$ cat src/verilog/smc_pkg.sv
// Purpose: shared constants and carriers for the serial master clock and select timing block
// Assumes: one clock, ref_clk at 100 MHz
// Notes:   bit positions of the control words are kept here once
package smc_pkg;

  // ---------------------------------------------------------------------------
  // field positions
  // ---------------------------------------------------------------------------
  localparam int unsigned MASTER_BIT    = 0;
  localparam int unsigned PRESCALE_LSB  = 8;
  localparam int unsigned PRESCALE_MSB  = 15;
  localparam int unsigned PHASE_BIT     = 16;
  localparam int unsigned POLARITY_BIT  = 17;

  // ---------------------------------------------------------------------------
  // widths, reset values and timing counts
  // ---------------------------------------------------------------------------
  localparam int unsigned DATA_W        = 8;
  localparam int unsigned DELAY_W       = 8;
  localparam logic [7:0]  PRESCALE_ZERO_PERIOD = 8'h02;
  localparam logic [7:0]  SELECT_EXTRA_CYCLES  = 8'h02;
  localparam logic [7:0]  HOLD_EXTRA_CYCLES    = 8'h01;
  localparam logic        PIN_IDLE      = 1'b0;
  localparam logic        SELECT_IDLE   = 1'b1;

  // format word fields gathered into one carrier
  typedef struct packed {
    logic       polarity;
    logic       phase;
    logic [7:0] prescale;
  } smc_format_t;

  // chip select delay pair
  typedef struct packed {
    logic [DELAY_W-1:0] select_to_clock;
    logic [DELAY_W-1:0] clock_to_select;
  } smc_delay_t;

endpackage : smc_pkg

$ cat src/verilog/smc_half_timer.sv
// Purpose: half-period tick generator of the serial clock
// Assumes: prescale is stable while run is high
// Notes:   odd periods give the first-to-second tick span one cycle longer than the second-to-first span
`timescale 1ns/10ps
module smc_half_timer
  import smc_pkg::*;
(
  input  wire logic       ref_clk,
  input  wire logic       rst_n,
  input  wire logic       run,
  input  wire logic [7:0] prescale,
  output logic            tick_first,
  output logic            tick_second
);

  logic [8:0] period;
  logic [8:0] half;
  logic [8:0] cnt_reg;
  logic [8:0] cnt_next;

  // ---------------------------------------------------------------------------
  // period length
  // ---------------------------------------------------------------------------
  // zero prescale behaves as period two, otherwise prescale plus one
  always_comb begin
    if (prescale == 8'h00) begin
      period = {1'b0, PRESCALE_ZERO_PERIOD};
    end else begin
      period = {1'b0, prescale} + 9'h001;
    end
    half = period >> 1;
  end

  // counter next value
  always_comb begin
    cnt_next = cnt_reg;
    if (!run || cnt_reg == period - 9'h001) begin
      cnt_next = 9'h000;
    end else begin
      cnt_next = cnt_reg + 9'h001;
    end
  end

  always_ff @(posedge ref_clk) begin
    if (!rst_n) begin
      cnt_reg <= 9'h000;
    end else begin
      cnt_reg <= cnt_next;
    end
  end

  assign tick_first  = run && (cnt_reg == half - 9'h001);
  assign tick_second = run && (cnt_reg == period - 9'h001);

endmodule : smc_half_timer

$ cat src/verilog/smc_master.sv
// Purpose: serial master clock generation, chip select timing and shifting
// Assumes: control words stable while busy; master_in_pin is asynchronous
// Notes:   one word per start pulse, msb first
// Summary of operation
// - serial clock period is prescale plus one cycles, zero prescale gives two.
// - master enable bit set makes the block drive clock and master out.
// - phase bit picks one of two distinct data phase timings.
// - polarity bit picks idle level and thus the active reference edge.
// - both select delays come from the software delay configuration word.
// - phase one without hold: select leads first edge by half period plus delay plus two.
// - phase one: master out valid half a period before first active edge.
`timescale 1ns/10ps
module smc_master
  import smc_pkg::*;
(
  input  wire logic              ref_clk,
  input  wire logic              rst_n,
  input  wire logic [31:0]       global_control_reg_one,
  input  wire logic [31:0]       data_format_reg,
  input  wire logic [15:0]       delay_config_reg,
  input  wire logic              keep_select_asserted,
  input  wire logic              start,
  input  wire logic [DATA_W-1:0] tx_data,
  input  wire logic              master_in_pin,
  output logic                   serial_clock_pin,
  output logic                   serial_clock_oe_n,
  output logic                   master_out_pin,
  output logic                   master_out_oe_n,
  output logic                   select_n,
  output logic                   busy,
  output logic                   done,
  output logic [DATA_W-1:0]      rx_data
);

  typedef enum logic [2:0] {ST_IDLE, ST_LEAD, ST_HALF, ST_SHIFT, ST_TAIL} smc_state_t;

  smc_format_t fmt;
  smc_delay_t  dly;
  logic        master_en;
  assign fmt       = '{polarity: data_format_reg[POLARITY_BIT], phase: data_format_reg[PHASE_BIT],
                       prescale: data_format_reg[PRESCALE_MSB:PRESCALE_LSB]};
  assign dly       = delay_config_reg;
  assign master_en = global_control_reg_one[MASTER_BIT];

  // ---------------------------------------------------------------------------
  // input synchroniser
  // ---------------------------------------------------------------------------
  logic miso_s1_reg;
  logic miso_s2_reg;
  always_ff @(posedge ref_clk) begin
    if (!rst_n) begin
      miso_s1_reg <= PIN_IDLE;
      miso_s2_reg <= PIN_IDLE;
    end else begin
      miso_s1_reg <= master_in_pin;
      miso_s2_reg <= miso_s1_reg;
    end
  end

  // ---------------------------------------------------------------------------
  // state
  // ---------------------------------------------------------------------------
  smc_state_t        state_reg, state_next;
  logic [8:0]        wait_reg, wait_next;
  logic [3:0]        bit_reg, bit_next;
  logic [DATA_W-1:0] tx_reg, tx_next;
  logic [DATA_W-1:0] rx_reg, rx_next;
  logic              sclk_reg, sclk_next;
  logic              mosi_reg, mosi_next;
  logic              cs_reg, cs_next;
  logic              done_reg, done_next;
  logic              oe_reg, oe_next;
  logic              tick_first;
  logic              tick_second;
  logic              run;

  assign run = (state_reg == ST_HALF) || (state_reg == ST_SHIFT);

  smc_half_timer u_timer (
    .ref_clk     (ref_clk),
    .rst_n       (rst_n),
    .run         (run),
    .prescale    (fmt.prescale),
    .tick_first  (tick_first),
    .tick_second (tick_second)
  );

  // next-state logic; with hold set one more cycle of lead is added
  always_comb begin
    state_next = state_reg;
    wait_next  = wait_reg;
    bit_next   = bit_reg;
    tx_next    = tx_reg;
    rx_next    = rx_reg;
    sclk_next  = sclk_reg;
    mosi_next  = mosi_reg;
    cs_next    = cs_reg;
    done_next  = 1'b0;
    oe_next    = !master_en;
    case (state_reg)
      ST_IDLE: begin
        sclk_next = fmt.polarity;
        cs_next   = SELECT_IDLE;
        if (start && master_en) begin
          cs_next   = !SELECT_IDLE;
          tx_next   = tx_data << 1;
          mosi_next = tx_data[DATA_W-1];
          bit_next  = 4'h0;
          wait_next = {1'b0, dly.select_to_clock} + {1'b0, SELECT_EXTRA_CYCLES}
                      + {8'h00, keep_select_asserted} - 9'h001;
          state_next = ST_LEAD;
        end
      end
      ST_LEAD: begin
        if (wait_reg == 9'h000) begin
          if (fmt.phase) begin
            state_next = ST_HALF;
          end else begin
            // phase zero: the first edge ends the lead, msb has stood since select
            sclk_next  = !sclk_reg;
            state_next = ST_SHIFT;
          end
        end else begin
          wait_next = wait_reg - 9'h001;
        end
      end
      ST_HALF: begin
        // phase one idles a half period with data already out, then samples on the first edge
        if (tick_first) begin
          sclk_next  = !sclk_reg;
          rx_next    = {rx_reg[DATA_W-2:0], miso_s2_reg};
          state_next = ST_SHIFT;
        end
      end
      ST_SHIFT: begin
        // first tick samples in both phases, second tick moves data, so they never share an edge
        if (tick_first) begin
          sclk_next = !sclk_reg;
          rx_next   = {rx_reg[DATA_W-2:0], miso_s2_reg};
          if (!fmt.phase) begin
            bit_next = bit_reg + 4'h1;
            if (bit_reg == 4'(DATA_W - 1)) begin
              wait_next  = {1'b0, dly.clock_to_select} + {1'b0, HOLD_EXTRA_CYCLES};
              state_next = ST_TAIL;
            end
          end
        end
        if (tick_second) begin
          sclk_next = !sclk_reg;
          mosi_next = tx_reg[DATA_W-1];
          tx_next   = tx_reg << 1;
          if (fmt.phase) begin
            bit_next = bit_reg + 4'h1;
            if (bit_reg == 4'(DATA_W - 1)) begin
              wait_next  = {1'b0, dly.clock_to_select} + {1'b0, HOLD_EXTRA_CYCLES};
              state_next = ST_TAIL;
            end
          end
        end
      end
      ST_TAIL: begin
        if (wait_reg == 9'h000) begin
          cs_next    = SELECT_IDLE;
          done_next  = 1'b1;
          state_next = ST_IDLE;
        end else begin
          wait_next = wait_reg - 9'h001;
        end
      end
      default: begin
        state_next = ST_IDLE;
      end
    endcase
  end

  // registers only
  always_ff @(posedge ref_clk) begin
    if (!rst_n) begin
      state_reg <= ST_IDLE;
      wait_reg  <= 9'h000;
      bit_reg   <= 4'h0;
      tx_reg    <= '0;
      rx_reg    <= '0;
      sclk_reg  <= PIN_IDLE;
      mosi_reg  <= PIN_IDLE;
      cs_reg    <= SELECT_IDLE;
      done_reg  <= 1'b0;
      oe_reg    <= 1'b1;
    end else begin
      state_reg <= state_next;
      wait_reg  <= wait_next;
      bit_reg   <= bit_next;
      tx_reg    <= tx_next;
      rx_reg    <= rx_next;
      sclk_reg  <= sclk_next;
      mosi_reg  <= mosi_next;
      cs_reg    <= cs_next;
      done_reg  <= done_next;
      oe_reg    <= oe_next;
    end
  end

  // ---------------------------------------------------------------------------
  // outputs
  // ---------------------------------------------------------------------------
  logic busy_reg;
  always_ff @(posedge ref_clk) begin
    if (!rst_n) begin
      busy_reg <= 1'b0;
    end else begin
      busy_reg <= (state_next != ST_IDLE);
    end
  end
  assign serial_clock_pin  = sclk_reg;
  assign serial_clock_oe_n = oe_reg;
  assign master_out_pin    = mosi_reg;
  assign master_out_oe_n   = oe_reg;
  assign select_n          = cs_reg;
  assign busy              = busy_reg;
  assign done              = done_reg;
  assign rx_data           = rx_reg;
endmodule : smc_master

$ cat config.mk
export PLATFORM = sky130hd
export DESIGN_NAME = smc_master
export DESIGN_NICKNAME = d
export VERILOG_FILES = /design/src/verilog/smc_pkg.sv /design/src/verilog/smc_half_timer.sv /design/src/verilog/smc_master.sv
export SDC_FILE = /design/constraint.sdc
export NUM_CORES = 1
export LEC_CHECK = 0
export BUFFER_PORTS_ARGS = -buffer_cell sky130_fd_sc_hd__buf_4
export CAP_MARGIN = 10
export CORE_ASPECT_RATIO = 0.75
export CORE_MARGIN = 2
export CORE_UTILIZATION = 49
export CTS_BUF_LIST = sky130_fd_sc_hd__clkbuf_4
export CTS_CLUSTER_DIAMETER = 80
export DETAILED_ROUTE_END_ITERATION = 10
export PLACE_DENSITY = 0.8
export RECOVER_POWER = 100
export SYNTH_ARGS = -nofsm -noshare
export SYNTH_HDL_FRONTEND = slang
export SYNTH_SLANG_ARGS = --single-unit
export TNS_END_PERCENT = 5
$ cat constraint.sdc
create_clock -name ref_clk -period 3 [get_ports ref_clk]
set_input_delay 0.3 -clock ref_clk [delete_from_list [all_inputs] [get_ports ref_clk]]
set_output_delay 0.3 -clock ref_clk [all_outputs]
set_load 0.01 [all_outputs]
# Word-level counts from Yosys, hierarchy flattened
# Cells that the tools add are included.
dict set report classes {
  add_sub_neg 10
  mul 0
  n_div 0
  n_lt_le_gt_ge 0
  n_eq_ne 13
  n_shift 0
  n_mux 43
  bitwise 1
  n_reduce_logical 26
}
# operator n
set ops {}
lappend ops {{$mux 9} 9}
lappend ops {{$mux 3} 10}
lappend ops {{$pmux 9 s3} 1}
lappend ops {{$sub 9x1->9 const B} 3}
lappend ops {{$mux 4} 5}
lappend ops {{$add 8x1->9 const B} 2}
lappend ops {{$eq 9x9->1} 2}
lappend ops {{$mux 8} 2}
lappend ops {{$pmux 8 s2} 1}
lappend ops {{$pmux 3 s5} 1}
lappend ops {{$ne 2x2->1 const B} 6}
lappend ops {{$mux 1} 10}
lappend ops {{$add 8x2->9 const B} 1}
lappend ops {{$add 9x1->9} 1}
lappend ops {{$add 9x1->9 const B} 1}
lappend ops {{$logic_not 9->1} 1}
lappend ops {{$reduce_and 3->1} 3}
lappend ops {{$sub 8x1->9 const B} 1}
lappend ops {{$logic_not 8->1} 1}
lappend ops {{$pmux 4 s2} 1}
lappend ops {{$reduce_and 2->1} 4}
lappend ops {{$eq 3x2->1 const B} 2}
lappend ops {{$reduce_bool 3->1} 2}
lappend ops {{$reduce_or 2->1} 3}
lappend ops {{13 further kinds} 20}
dict set report totals {
  regBits 49
  latch_bits 0
  mem_bits_rw 0
  romBits 0
  inputBits 93
  out_inout_bits 15
  elab_cells 107
  mem_count 0
}

# Logic depth before layout (Yosys ltp)
# Gate-level depths: netlist of run 1.
dict set report depth {
  word_depth 11
  ltp_mapped 17
  mapped_depth_nobuf 15
}

# By module
# Synthesis of run 1 repeated with hierarchy kept, for this count alone.
dict set report unflattened {
  cells_unflattened 465
  hier_area_um2 3844.9
}
# module n_inst cells_per_inst area_per_inst_um2 seq_area_each_um2
set by_module_without_submodules {}
lappend by_module_without_submodules {smc_master 1 300 2464.9 780.7}
lappend by_module_without_submodules {smc_half_timer 1 165 1380.1 180.2}

# Worst setup path after synthesis of run 1
# No wires, ideal clock.
dict set report synth_path {
  path_kind {input -> register}
  startpoint {in data_format_reg[8]}
  endpoint {reg busy_reg (netlist: busy)}
  setup_time_ns 0.127
  t_arrival_ns 3.118
  t_required_ns 2.873
  path_slack_ns -0.245
  path_stages 15
  path_buffers 1
  cell_sequence {buf_2 -> inv_1 -> ha_1 -> nor3b_2 -> a21oi_1 -> ha_1 -> xor2_1 -> xnor2_1 -> xnor2_1 -> nand3_1 -> nor4_4 -> o2111ai_1 -> a21oi_1 -> o21bai_1 -> or3b_1}
}
dict set report synth_via {
  elab_chain_len 11
  elab_cells_between_ends 16
  classes_between {3 x add/sub; 2 x eq/ne; 7 x mux; 4 x reduce/logical}
}
# item line_no
set synth_lines {}
lappend synth_lines {{start, declared} smc_master.sv:19} ;# input wire logic [31:0] data_format_reg,
lappend synth_lines {{$add 8x1->9 / $logic_not 8->1 (equally long branches)} {smc_half_timer.sv:29, smc_half_timer.sv:26}}
lappend synth_lines {{$mux 9 (*)} smc_half_timer.sv:26} ;# if (prescale == 8'h00) begin
lappend synth_lines {{$sub 8x1->9} smc_half_timer.sv:52} ;# assign tick_first = run && (cnt_reg == half - 9'h001);
lappend synth_lines {{$eq 9x9->1} smc_half_timer.sv:52}
lappend synth_lines {{$logic_and 1x1->1} smc_half_timer.sv:52}
lappend synth_lines {{$mux 3} smc_master.sv:137} ;# if (tick_first) begin
lappend synth_lines {{$mux 3} smc_master.sv:154} ;# if (bit_reg == 4'(DATA_W - 1)) begin
lappend synth_lines {{$mux 3} smc_master.sv:152} ;# if (fmt.phase) begin
lappend synth_lines {{$mux 3} smc_master.sv:148} ;# if (tick_second) begin
lappend synth_lines {{$pmux 3 s5 (*)} smc_master.sv:100} ;# case (state_reg)
lappend synth_lines {{$reduce_bool 3->1 (*)} smc_master.sv:211} ;# busy_reg <= (state_next != ST_IDLE);
lappend synth_lines {{end signal, assigned} smc_master.sv:211}
lappend synth_lines {{end, declared} smc_master.sv:206} ;# logic busy_reg;
# Every way passes the cells marked *; elsewhere a longest branch is shown, timed or not.
# A chain may end at the register's enable or synchronous reset.

# Final worst setup path of run 1
dict set report layout_path {
  startpoint {in data_format_reg[9]}
  endpoint {reg busy_reg (netlist: busy)}
}
# The elaborated chain is that of the path after synthesis.

==> run_results.csv, run 1 <==
group,metric,value,unit
outcome,status,"finished clean",
detailed_routing,vias_per_cell,5.75,
cts,cts_tree,"built",
yosys,yosysWarnings,0,
yosys,syn-mean-instance-area,7.84,um^2
detailed_routing,drtIter0Drc,264,
detailed_routing,drc,0,
sta,slew_viol_final,0,
min_path,whs_path_depth,2,
min_path,hold_class,"in -> reg",
yosys,synthTopCellsByArea,"dfxtp_1 (25%), xnor2_1 (9.3%), nand2_1 (6.0%)",
detailed_routing,routed-wl-met2,4550,um
cts,cts.clk_slew.worst_paths,140,ps
cells_and_area,diodes,0,
detailed_routing,first_pass_iters,6,
floorplanning,die_w,106,um
yosys,synth_seq_cells,48,
yosys,synth_cells,483,
sta,max_freq,0.345,GHz
worst_setup_path,worst_setup_path_end_kind,"register",
cells_and_area,final_layout_size_suffix_gt1_frac,0.221,
yosys,synth_ff_type,"dfxtp_1",
yosys,syn-cell-area,0.00379,mm^2
global_routing,antenna_found_initial,0,
yosys,netlist.area_leader.share,0.254,
global_routing,grt_pass1_vias,3530,
floorplanning,die_h,80.1,um
detailed_routing,top_layer,"met4",
cts,clock-root-buffer,"clkbuf_4",
detailed_routing,wirelength,9820,um
detailed_routing,wl_met1,4560,um
detailed_routing,wl_per_cell,14.9,um
detailed_routing,ant_nets,0,
sta,period_minus_slack,2900,ps
cts,clock_sinks,48,
placed_design,io_buffers,54,
pwr,power.leakage,1.85,nW
yosys,yosys.area.top_type,"dfxtp_1",
floorplanning,io_pins,108,
sta,tightest_slew,1070,ps
flow_run,drv_cap,0,
cts,numCtsBuffers,5,
global_routing,grt_overflow,0,
floorplanning,row_count,27,
floorplanning,start_util,0.510,
sta,rsz0062_at_grt,"true",
placed_design,placed_cell_area,0.00451,mm^2
global_routing,grt_usage,0.233,
yosys,synthArstFlopShare,0,
pwr,p_per_area,401,mW/mm^2
placed_design,dp_hpwl,7470,um
cts,clockBufferDepth,2,
yosys,ys_seq_area_frac,0.254,
worst_setup_path,cp.arrival,3170,ps
sta,hold_viol,0,
worst_setup_path,reg2reg_depth,11,
detailed_routing,wl_met3,635,um
cells_and_area,fill_cells,682,
worst_setup_path,crit_required,3270,ps
yosys,ys_top_cells_by_count,"nand2_1 (61), dfxtp_1 (48), nor2_1 (42)",
worst_setup_path,criticalPathCategory,"in -> reg",
sta,finalHoldWorstSlack,73.4,ps
sta,fin_skew,14.7,ps
worst_setup_path,critPathMaxFanout,5,
floorplanning,coreArea,0.00743,mm^2
floorplanning,die_area,0.00846,mm^2
global_routing,grt_pass1_wl,16300,um
worst_setup_path,worstSetupStartpointType,"primary input",
placed_design,gp_congestion,0.920,
cts,htreeDepth,2,
pwr,peakVddDrop,0.340,mV
sta,fin_crit_sh,0.968,
yosys,synth_cell_types,65,
cts,ctsHoldBuffers,0,
sta,finalSetupViolCount,0,
sta,max-slew-margin-rel,0.286,
detailed_routing,via_count,3778,
yosys,post-synth-top-count-cell,"nand2_1",
yosys,syn_nets,587,
yosys,synth_edf_count,0,
cts,clk-insertion-delay-late,380,ps
global_routing,grt_max_degree,23,
cells_and_area,nets,659,
cells_and_area,syn_to_final_growth,21.4,%
cells_and_area,stdcell_area,0.00460,mm^2
[timing repair]
| action | 4_1_cts | 5_1_grt |
|---|---|---|
| resized for setup | 1 | 5 |
| pin swaps | 0 | 4 |
| setup endpoints to repair | 1 | 22 |
| buffers inserted | 0 | 2 |
[critical path, cell delays in order]
cell and delay [ps]:
buf_4 120, inv_1 90, ha_4 130, nor3b_4 250, a21oi_2 90, inv_1 90
ha_2 210, buf_4 130, nand4_1 130, a21oi_2 170, o22ai_1 130, nor4_4 270
buf_4 190, o2111ai_2 160, a21oi_2 230, o21bai_1 110, or3b_1 380
[power breakdown]
group | switching (mW) | total, mW | internal [mW] | leakage [nW]
logic | 0.350 | 0.622 | 0.272 | 1.40
registers | 0.0480 | 0.729 | 0.681 | 0.390
clock network | 0.231 | 0.493 | 0.262 | 0.0558
total | 0.629 | 1.84 | 1.22 | 1.85
[cells in the final DEF (no fill, tap or decap), types with 9 or more instances in the layout]
cell type	Yosys	final
nor3_1	15	15
xnor2_1	40	40
dfxtp_1	48	48
inv_1	17	16
clkbuf_1	15	16
o21ai_0	12	12
xor2_1	17	16
nand2_1	61	61
a31oi_1	10	10
buf_4	4	77
o22ai_1	12	12
mux2i_1	12	12
a21o_1	9	9
a21oi_1	21	17
nor2_1	42	42
nand3_1	27	26
[path summary, 6_finish.rpt]
| check | from | endpoint | slack [ps] |
|---|---|---|---|
| min | global_control_reg_one[0] | master_out_oe_n$_SDFF_PN1_ | 70 |
| min reg2reg | tx_reg[7]$_SDFFE_PN0P_ | tx_reg[7]$_SDFFE_PN0P_ | 470 |
| max reg2reg | wait_reg[0]$_SDFFE_PN0P_ | wait_reg[7]$_SDFFE_PN0P_ | 400 |
| max | data_format_reg[9] | busy$_SDFF_PN0_ | 100 |
[cells by family after synthesis]
family | share of synthesized area
AND/OR/NAND/NOR | 0.270
AO/OA/AOI/OAI | 0.209
flip-flops | 0.254
adder cells (fa/ha/maj) | 0.0363
XOR/XNOR | 0.140
buffers and inverters | 0.0532
multiplexers | 0.0377
[layer usage]
metal  global-route usage  vias to the layer above
li1                     -                     1871
met1                0.319                     1783
met2                0.386                      114
met3               0.0414                       10
met4               0.0474                        0
met5                    0                        -
[final cells by class]
class                   instances  area, um^2  area share
clock inverters                 3        68.8      0.0150
flip-flops and latches         48         961       0.209
inverters                      17        66.3      0.0144
clock buffers                   5        37.5     0.00816
repair buffers                 93         638       0.139
multi-input cells             390        2700       0.587
well taps                     101         126      0.0275
[stage by stage]
step | worst slack (ps) | cells | utilization | setup TNS [ps] | power, mW
floorplan | -99.7 | 483 | - | -351 | 1.16
global placement | -244 | 647 | 0.607 | -2780 | 1.33
detailed placement | -365 | 647 | 0.607 | -7750 | 1.36
CTS | 9.14 | 655 | 0.622 | 0 | 1.85
global route | -67.2 | 657 | 0.619 | -102 | 1.95
finish | 97.5 | 657 | 0.619 | 0 | 1.84
Power figures use the tool's default switching activity.
==> inputs of run 2 (changes only) <==
==> constraint.sdc (replaced) <==
create_clock -name ref_clk -period 2.5 [get_ports ref_clk]
set_input_delay 0.25 -clock ref_clk [delete_from_list [all_inputs] [get_ports ref_clk]]
set_output_delay 0.25 -clock ref_clk [all_outputs]
set_load 0.01 [all_outputs]
==> run_results.csv, run 2 (synthesized netlist as in run 1, its figures left out) <==
group,metric,value,unit
detailed_routing,routed-wl-met2,5270,um
worst_setup_path,max_stage_delay,380,ps
worst_setup_path,cp-startpoint,"data_format_reg[8]",
pwr,p_sw_frac,0.376,
cts,cts.clk_slew.worst_paths,160,ps
cts,clock-root-buffer,"clkbuf_4",
detailed_routing,vias_per_cell,5.94,
global_routing,grt_overflow,0,
pwr,power_switching,0.795,mW
placed_design,gp_congestion,0.864,
detailed_routing,ant_nets,0,
cts,cts_tree,"built",
worst_setup_path,reg2reg_setup_slack,-140,ps
floorplanning,die_h,80.1,um
detailed_routing,wl_met1,4820,um
floorplanning,io_pins,108,
floorplanning,start_util,0.510,
pwr,peakVddDrop,0.291,mV
worst_setup_path,reg2reg_to,"wait_reg[7]$_SDFFE_PN0P_",
sta,fin_skew,18.3,ps
worst_setup_path,critPathMaxFanout,5,
worst_setup_path,cp.arrival,3050,ps
global_routing,grt_usage,0.255,
cts,clockBufferDepth,2,
placed_design,dp_hpwl,7920,um
sta,fin_crit_sh,1.11,
global_routing,grt_pass1_vias,3787,
placed_design,io_buffers,54,
placed_design,pre_cts_slack,-773,ps
cts,htreeDepth,2,
pwr,p_clk_frac,0.177,
pwr,combPwrFrac,0.416,
cts,numCtsBuffers,5,
pwr,p_int,1.32,mW
global_routing,grt_max_degree,23,
sta,max-slew-margin-rel,0.453,
sta,slew_viol_final,0,
detailed_routing,wl_per_cell,16.4,um
sta,final.setup.tns,-6990,ps
cells_and_area,layout_commonest_cell,"buf_4",
pwr,seqPwrFrac,0.407,
cells_and_area,nets,689,
sta,rsz0062_at_grt,"true",
detailed_routing,top_layer,"met4",
floorplanning,row_count,27,
worst_setup_path,crit_required,2780,ps
sta,tightest_slew,816,ps
global_routing,grt_pass1_wl,17700,um
pwr,p_per_area,426,mW/mm^2
floorplanning,die_area,0.00846,mm^2
outcome,status,"finished, violations left",
sta,hold_viol,0,
sta,period_minus_slack,2770,ps
worst_setup_path,worstSetupStartpointType,"primary input",
sta,finalSetupViolCount,43,
detailed_routing,via_count,4082,
detailed_routing,drtIter0Drc,332,
min_path,hold_class,"in -> reg",
cells_and_area,final_layout_size_suffix_gt1_frac,0.297,
cts,clock_sinks,48,
detailed_routing,wl_met3,985,um
worst_setup_path,endpoint,"busy$_SDFF_PN0_",
detailed_routing,drc,0,
flow_run,drv_cap,0,
placed_design,placed_cells,666,
pwr,power.leakage,2.01,nW
min_path,min_from,"global_control_reg_one[0]",
worst_setup_path,r2r-start,"wait_reg[2]$_SDFFE_PN0P_",
sta,max_freq,0.361,GHz
floorplanning,coreArea,0.00743,mm^2
cells_and_area,stdcell_count,687,
cells_and_area,final_cell_mix,"buf_4 (99), nand2_1 (60), dfxtp_1 (48), nor2_1 (42), xnor2_1 (39)",
floorplanning,die_w,106,um
worst_setup_path,worst_setup_path_end_kind,"register",
worst_setup_path,reg2reg_depth,10,
outcome,violations,"negative setup slack",
sta,setup_ws,-267,ps
cells_and_area,diodes,0,
global_routing,antenna_found_initial,0,
detailed_routing,first_pass_iters,6,
worst_setup_path,crit_slowest_cell,"or3b_1",
worst_setup_path,criticalPathCategory,"in -> reg",
cts,ctsHoldBuffers,0,
detailed_routing,wirelength,11200,um
worst_setup_path,crit_chain,"buf_6 -> inv_4 -> ha_4 -> nor3b_4 -> a21oi_2 -> inv_2 -> buf_4 -> buf_4 -> ha_4 -> a211oi_2 -> o311a_1 -> nor3_1 -> a31o_2 -> nand4_4 -> a21oi_4 -> o21bai_1 -> or3b_1",
cts,clk-insertion-delay-late,380,ps
cells_and_area,syn_to_final_growth,31.2,%
-- run 2: power by group through the flow --
stage,Sequential (mW),Combinational [mW],Clock (mW)
4_1_cts,0.860,0.851,0.379
2_1_floorplan,0.871,0.525,0
6_report,0.861,0.881,0.375
3_3_place_gp,0.875,0.784,0
5_1_grt,0.867,0.953,0.409
3_5_place_dp,0.876,0.815,0
-- run 2: per-layer routing --
metal | track usage | vias to the layer above
met5 | 0 | -
met4 | 0.0618 | 0
met3 | 0.0495 | 20
met2 | 0.421 | 207
met1 | 0.346 | 1922
li1 | - | 1933
-- run 2: final cells by class --
cell class / count / area (um^2)
Timing Repair Buffer: 123 / 897
Tap cell: 101 / 126
Clock inverter: 3 / 17.5
Fill cell: 637 / 2460
Inverter: 17 / 68.8
Sequential cell: 48 / 961
Clock buffer: 5 / 37.5
Multi-Input combinational cell: 390 / 2860
-- run 2: what timing repair did --
| action | in CTS | in global routing |
|---|---|---|
| endpoints found under the hold margin | 0 | 0 |
| pin swaps | 14 | 14 |
| gates resized for setup | 24 | 22 |
| buffers inserted | 10 | 3 |
| endpoints found under the setup margin | 43 | 43 |
-- run 2: critical path: cells and delay by family --
kind | cells | cell delay [ps]
adders and majority gates | 2 | 240
buffers and inverters | 5 | 480
AOI/OAI and AO/OA | 6 | 990
and+or+nand+nor | 4 | 1060
-- run 2: how the worst min path moves through the flow --
stage               slack [ps]  cells after the start                          to
floorplan                  310                      1  master_out_oe_n$_SDFF_PN1_
global placement           420                      1      miso_s2_reg$_SDFF_PN0_
detailed placement         430                      1      miso_s2_reg$_SDFF_PN0_
finish                      30                      2  master_out_oe_n$_SDFF_PN1_
CTS                         30                      2  master_out_oe_n$_SDFF_PN1_
global route                30                      2  master_out_oe_n$_SDFF_PN1_
-- run 2: stage by stage --
stage | util | power, mW | hold WS (ps) | instance area [um^2]
6_report | 0.668 | 2.12 | 33.5 | 4970
5_1_grt | 0.668 | 2.23 | 26.9 | 4970
4_1_cts | 0.657 | 2.09 | 25.0 | 4890
3_5_place_dp | 0.626 | 1.69 | 426 | 4650
3_3_place_gp | 0.626 | 1.66 | 418 | 4650
2_1_floorplan | - | 1.40 | 312 | 3850
==> inputs of run 3 (changes only) <==
--- a/config.mk
+++ b/config.mk
@@ -17,5 +17,6 @@
 export RECOVER_POWER = 100
 export SYNTH_ARGS = -nofsm -noshare
 export SYNTH_HDL_FRONTEND = slang
+export SYNTH_HIERARCHICAL = 1
 export SYNTH_SLANG_ARGS = --single-unit
 export TNS_END_PERCENT = 5
==> run_results.csv, run 3 <==
group,metric,value,unit
floorplanning,die_h,80.7,um
pwr,power.leakage,1.93,nW
global_routing,grt_pass1_vias,3879,
flow_run,drv_cap,0,
sta,max-slew-margin-rel,0.539,
yosys,yosysWarnings,6,
cts,ctsHoldBuffers,0,
worst_setup_path,max_stage_delay,320,ps
yosys,syn-cell-area,0.00384,mm^2
sta,final.setup.tns,-32970,ps
worst_setup_path,critPathMaxFanout,5,
detailed_routing,ant_nets,0,
yosys,synth_cells,465,
sta,setup_ws,-1110,ps
detailed_routing,first_pass_iters,8,
cts,numCtsBuffers,5,
global_routing,grt_pass1_wl,18700,um
global_routing,grt_max_degree,18,
sta,finalSetupViolCount,42,
worst_setup_path,worst_setup_path_end_kind,"register",
floorplanning,row_count,27,
global_routing,grt_overflow,0,
cells_and_area,final_layout_size_suffix_gt1_frac,0.367,
yosys,ys_top_cells_by_count,"dfxtp_1 (48), nand2_1 (48), xnor2_1 (29)",
cells_and_area,layout_commonest_cell,"buf_4",
cells_and_area,ff_latch_area,961,um^2
detailed_routing,vias_per_cell,6.12,
yosys,synth_ff_type,"dfxtp_1",
floorplanning,coreArea,0.00747,mm^2
floorplanning,start_util,0.515,
sta,fin_crit_sh,1.44,
placed_design,placed_cell_area,0.00479,mm^2
cts,htreeDepth,2,
sta,max_freq,0.277,GHz
outcome,violations,"negative setup slack",
worst_setup_path,criticalPathCategory,"in -> reg",
yosys,synthArstFlopShare,0,
yosys,synthTopCellsByArea,"dfxtp_1 (25%), xnor2_1 (6.6%), nand2_1 (4.7%)",
yosys,synth_edf_count,0,
worst_setup_path,critPathBufInv,7,
outcome,status,"finished, violations left",
cells_and_area,stdcell_area,0.00510,mm^2
cts,clockBufferDepth,2,
cells_and_area,syn_to_final_growth,32.8,%
yosys,netlist.area_leader.share,0.250,
sta,fin_skew,21.2,ps
placed_design,gp_congestion,0.956,
global_routing,antenna_found_initial,0,
pwr,p_per_area,455,mW/mm^2
cells_and_area,diodes,0,
floorplanning,die_w,106,um
yosys,syn-mean-instance-area,8.27,um^2
floorplanning,die_area,0.00858,mm^2
worst_setup_path,cp.arrival,3910,ps
detailed_routing,drtIter0Drc,547,
worst_setup_path,cpLargestDelayFamily,"compound AO/OA/AOI/OAI gates",
cts,cts_tree,"built",
sta,period_minus_slack,3610,ps
worst_setup_path,worstSetupStartpointType,"primary input",
yosys,synth_cell_types,82,
yosys,synth_seq_cells,48,
detailed_routing,drc,0,
yosys,ys_seq_area_frac,0.250,
placed_design,dp_hpwl,8490,um
cts,cts.clk_slew.worst_paths,160,ps
yosys,syn_nets,569,
worst_setup_path,crit_chain,"buf_8 -> inv_4 -> ha_4 -> nor4b_4 -> a21oi_2 -> mux2i_1 -> buf_4 -> ha_4 -> or2b_1 -> a32oi_4 -> buf_4 -> a211oi_1 -> a311o_1 -> a221oi_2 -> buf_4 -> a2111oi_4 -> and2_4 -> buf_4 -> buf_6 -> mux2_2 -> nor2_2 -> nor2_1 -> a211oi_1",
cts,clock-root-buffer,"clkbuf_4",
global_routing,grt_usage,0.275,
pwr,peakVddDrop,0.318,mV
placed_design,io_buffers,54,
cells_and_area,final_cell_mix,"buf_4 (106), dfxtp_1 (48), nand2_1 (46), nand3_1 (27), xnor2_1 (26)",
sta,slew_viol_final,0,
cells_and_area,multi_input_area,0.00290,mm^2
detailed_routing,wl_per_cell,17.8,um
sta,tightest_slew,682,ps
worst_setup_path,crit_slowest_cell,"a311o_1",
sta,hold_viol,0,
detailed_routing,via_count,4136,
sta,rsz0062_at_grt,"true",
yosys,yosys.area.top_type,"dfxtp_1",
worst_setup_path,path_common_cell,"buf_4",
floorplanning,io_pins,108,
worst_setup_path,crit_required,2800,ps
detailed_routing,wirelength,12000,um
cells_and_area,nets,679,
cts,clk-insertion-delay-late,370,ps
cells_and_area,fill_cells,564,
min_path,hold_class,"in -> reg",
cts,clock_sinks,48,
-- run 3: changes by cell type in the layout (fill, tap and decap cells not counted), moves of 6 or more --
cell,delta
nor2_1,-19
nand2b_1,+7
nor3_2,+7
mux2i_1,-10
o22ai_1,-11
a21o_1,-8
a311oi_1,+6
xnor2_1,-13
buf_4,+7
o21ai_1,+7
nand2_1,-14
a21oi_1,+7
nor2_2,+11
-- run 3: final timing paths --
path,startpoint,endpoint,slack (ps),cells after the start
setup reg to reg,u_timer/cnt_reg[7]$_SDFF_PP0_,bit_reg[3]$_SDFFE_PN0P_,-480,12
hold / removal,global_control_reg_one[0],master_out_oe_n$_SDFF_PN1_,60,2
hold reg to reg,miso_s1_reg$_SDFF_PN0_,miso_s2_reg$_SDFF_PN0_,460,1
setup / recovery,data_format_reg[8],bit_reg[0]$_SDFFE_PN0P_,-1110,23
-- run 3: routing by layer --
layer | vias up | share of wire | global-route usage
met5 | - | 0 | 0
met2 | 276 | 0.44 | 0.447
li1 | 1914 | - | -
met3 | 58 | 0.11 | 0.0601
met1 | 1888 | 0.42 | 0.369
met4 | 0 | 0.032 | 0.0776
-- run 3: worst reg2reg max path, stage by stage, from the launching register on --
cell       delay (ps)
dfxtp_1           400
inv_1              70
or4b_4            550
a2111oi_4         380
o31ai_4           120
a2111oi_4         330
and2_4            230
mux2i_4           100
buf_4             160
nor2_4            110
nand4_1           110
and3b_1           200
o21a_1            160
-- run 3: timing repair --
action / 4_1_cts / 5_1_grt
setup endpoints to repair: 42 / 42
pin swaps: 25 / 15
setup buffers: 5 / 2
gates resized for setup: 27 / 18
-- run 3: layout make-up --
cell class,count,share of cell area
multi-input cells,375,0.569
flip-flops and latches,48,0.188
repair buffers,128,0.186
well taps,101,0.0248
inverters,17,0.0135
clock inverters,2,0.0118
clock buffers,5,0.00735
-- run 3: report_power, final --
part | total, mW | internal (mW) | switching (mW)
Combinational | 0.885 | 0.394 | 0.490
Sequential | 0.870 | 0.812 | 0.0573
Clock | 0.567 | 0.306 | 0.261
Total | 2.32 | 1.51 | 0.809
-- run 3: metrics by stage --
stage               total power [mW]  hold slack, ps  cells  utilization  setup slack (ps)
finish                          2.32            59.0    676        0.684             -1110
global route                    2.42            74.6    676        0.684             -1260
CTS                             2.27            63.6    674        0.678             -1020
detailed placement              1.69             435    662        0.642             -1550
global placement                1.66             425    662        0.642             -1300
floorplan                       1.43             312    465            -             -1670
-- run 3: logic make-up after synthesis --
kind of cell               after synthesis  share of synthesized area
AOI/OAI and AO/OA                      115                      0.239
xor gates and xnor gates                48                      0.109
adders and majority gates               11                     0.0358
buffers and inverters                   42                     0.0638
DFF                                     48                      0.250
muxes                                    6                     0.0176
and+or+nand+nor                        195                      0.285
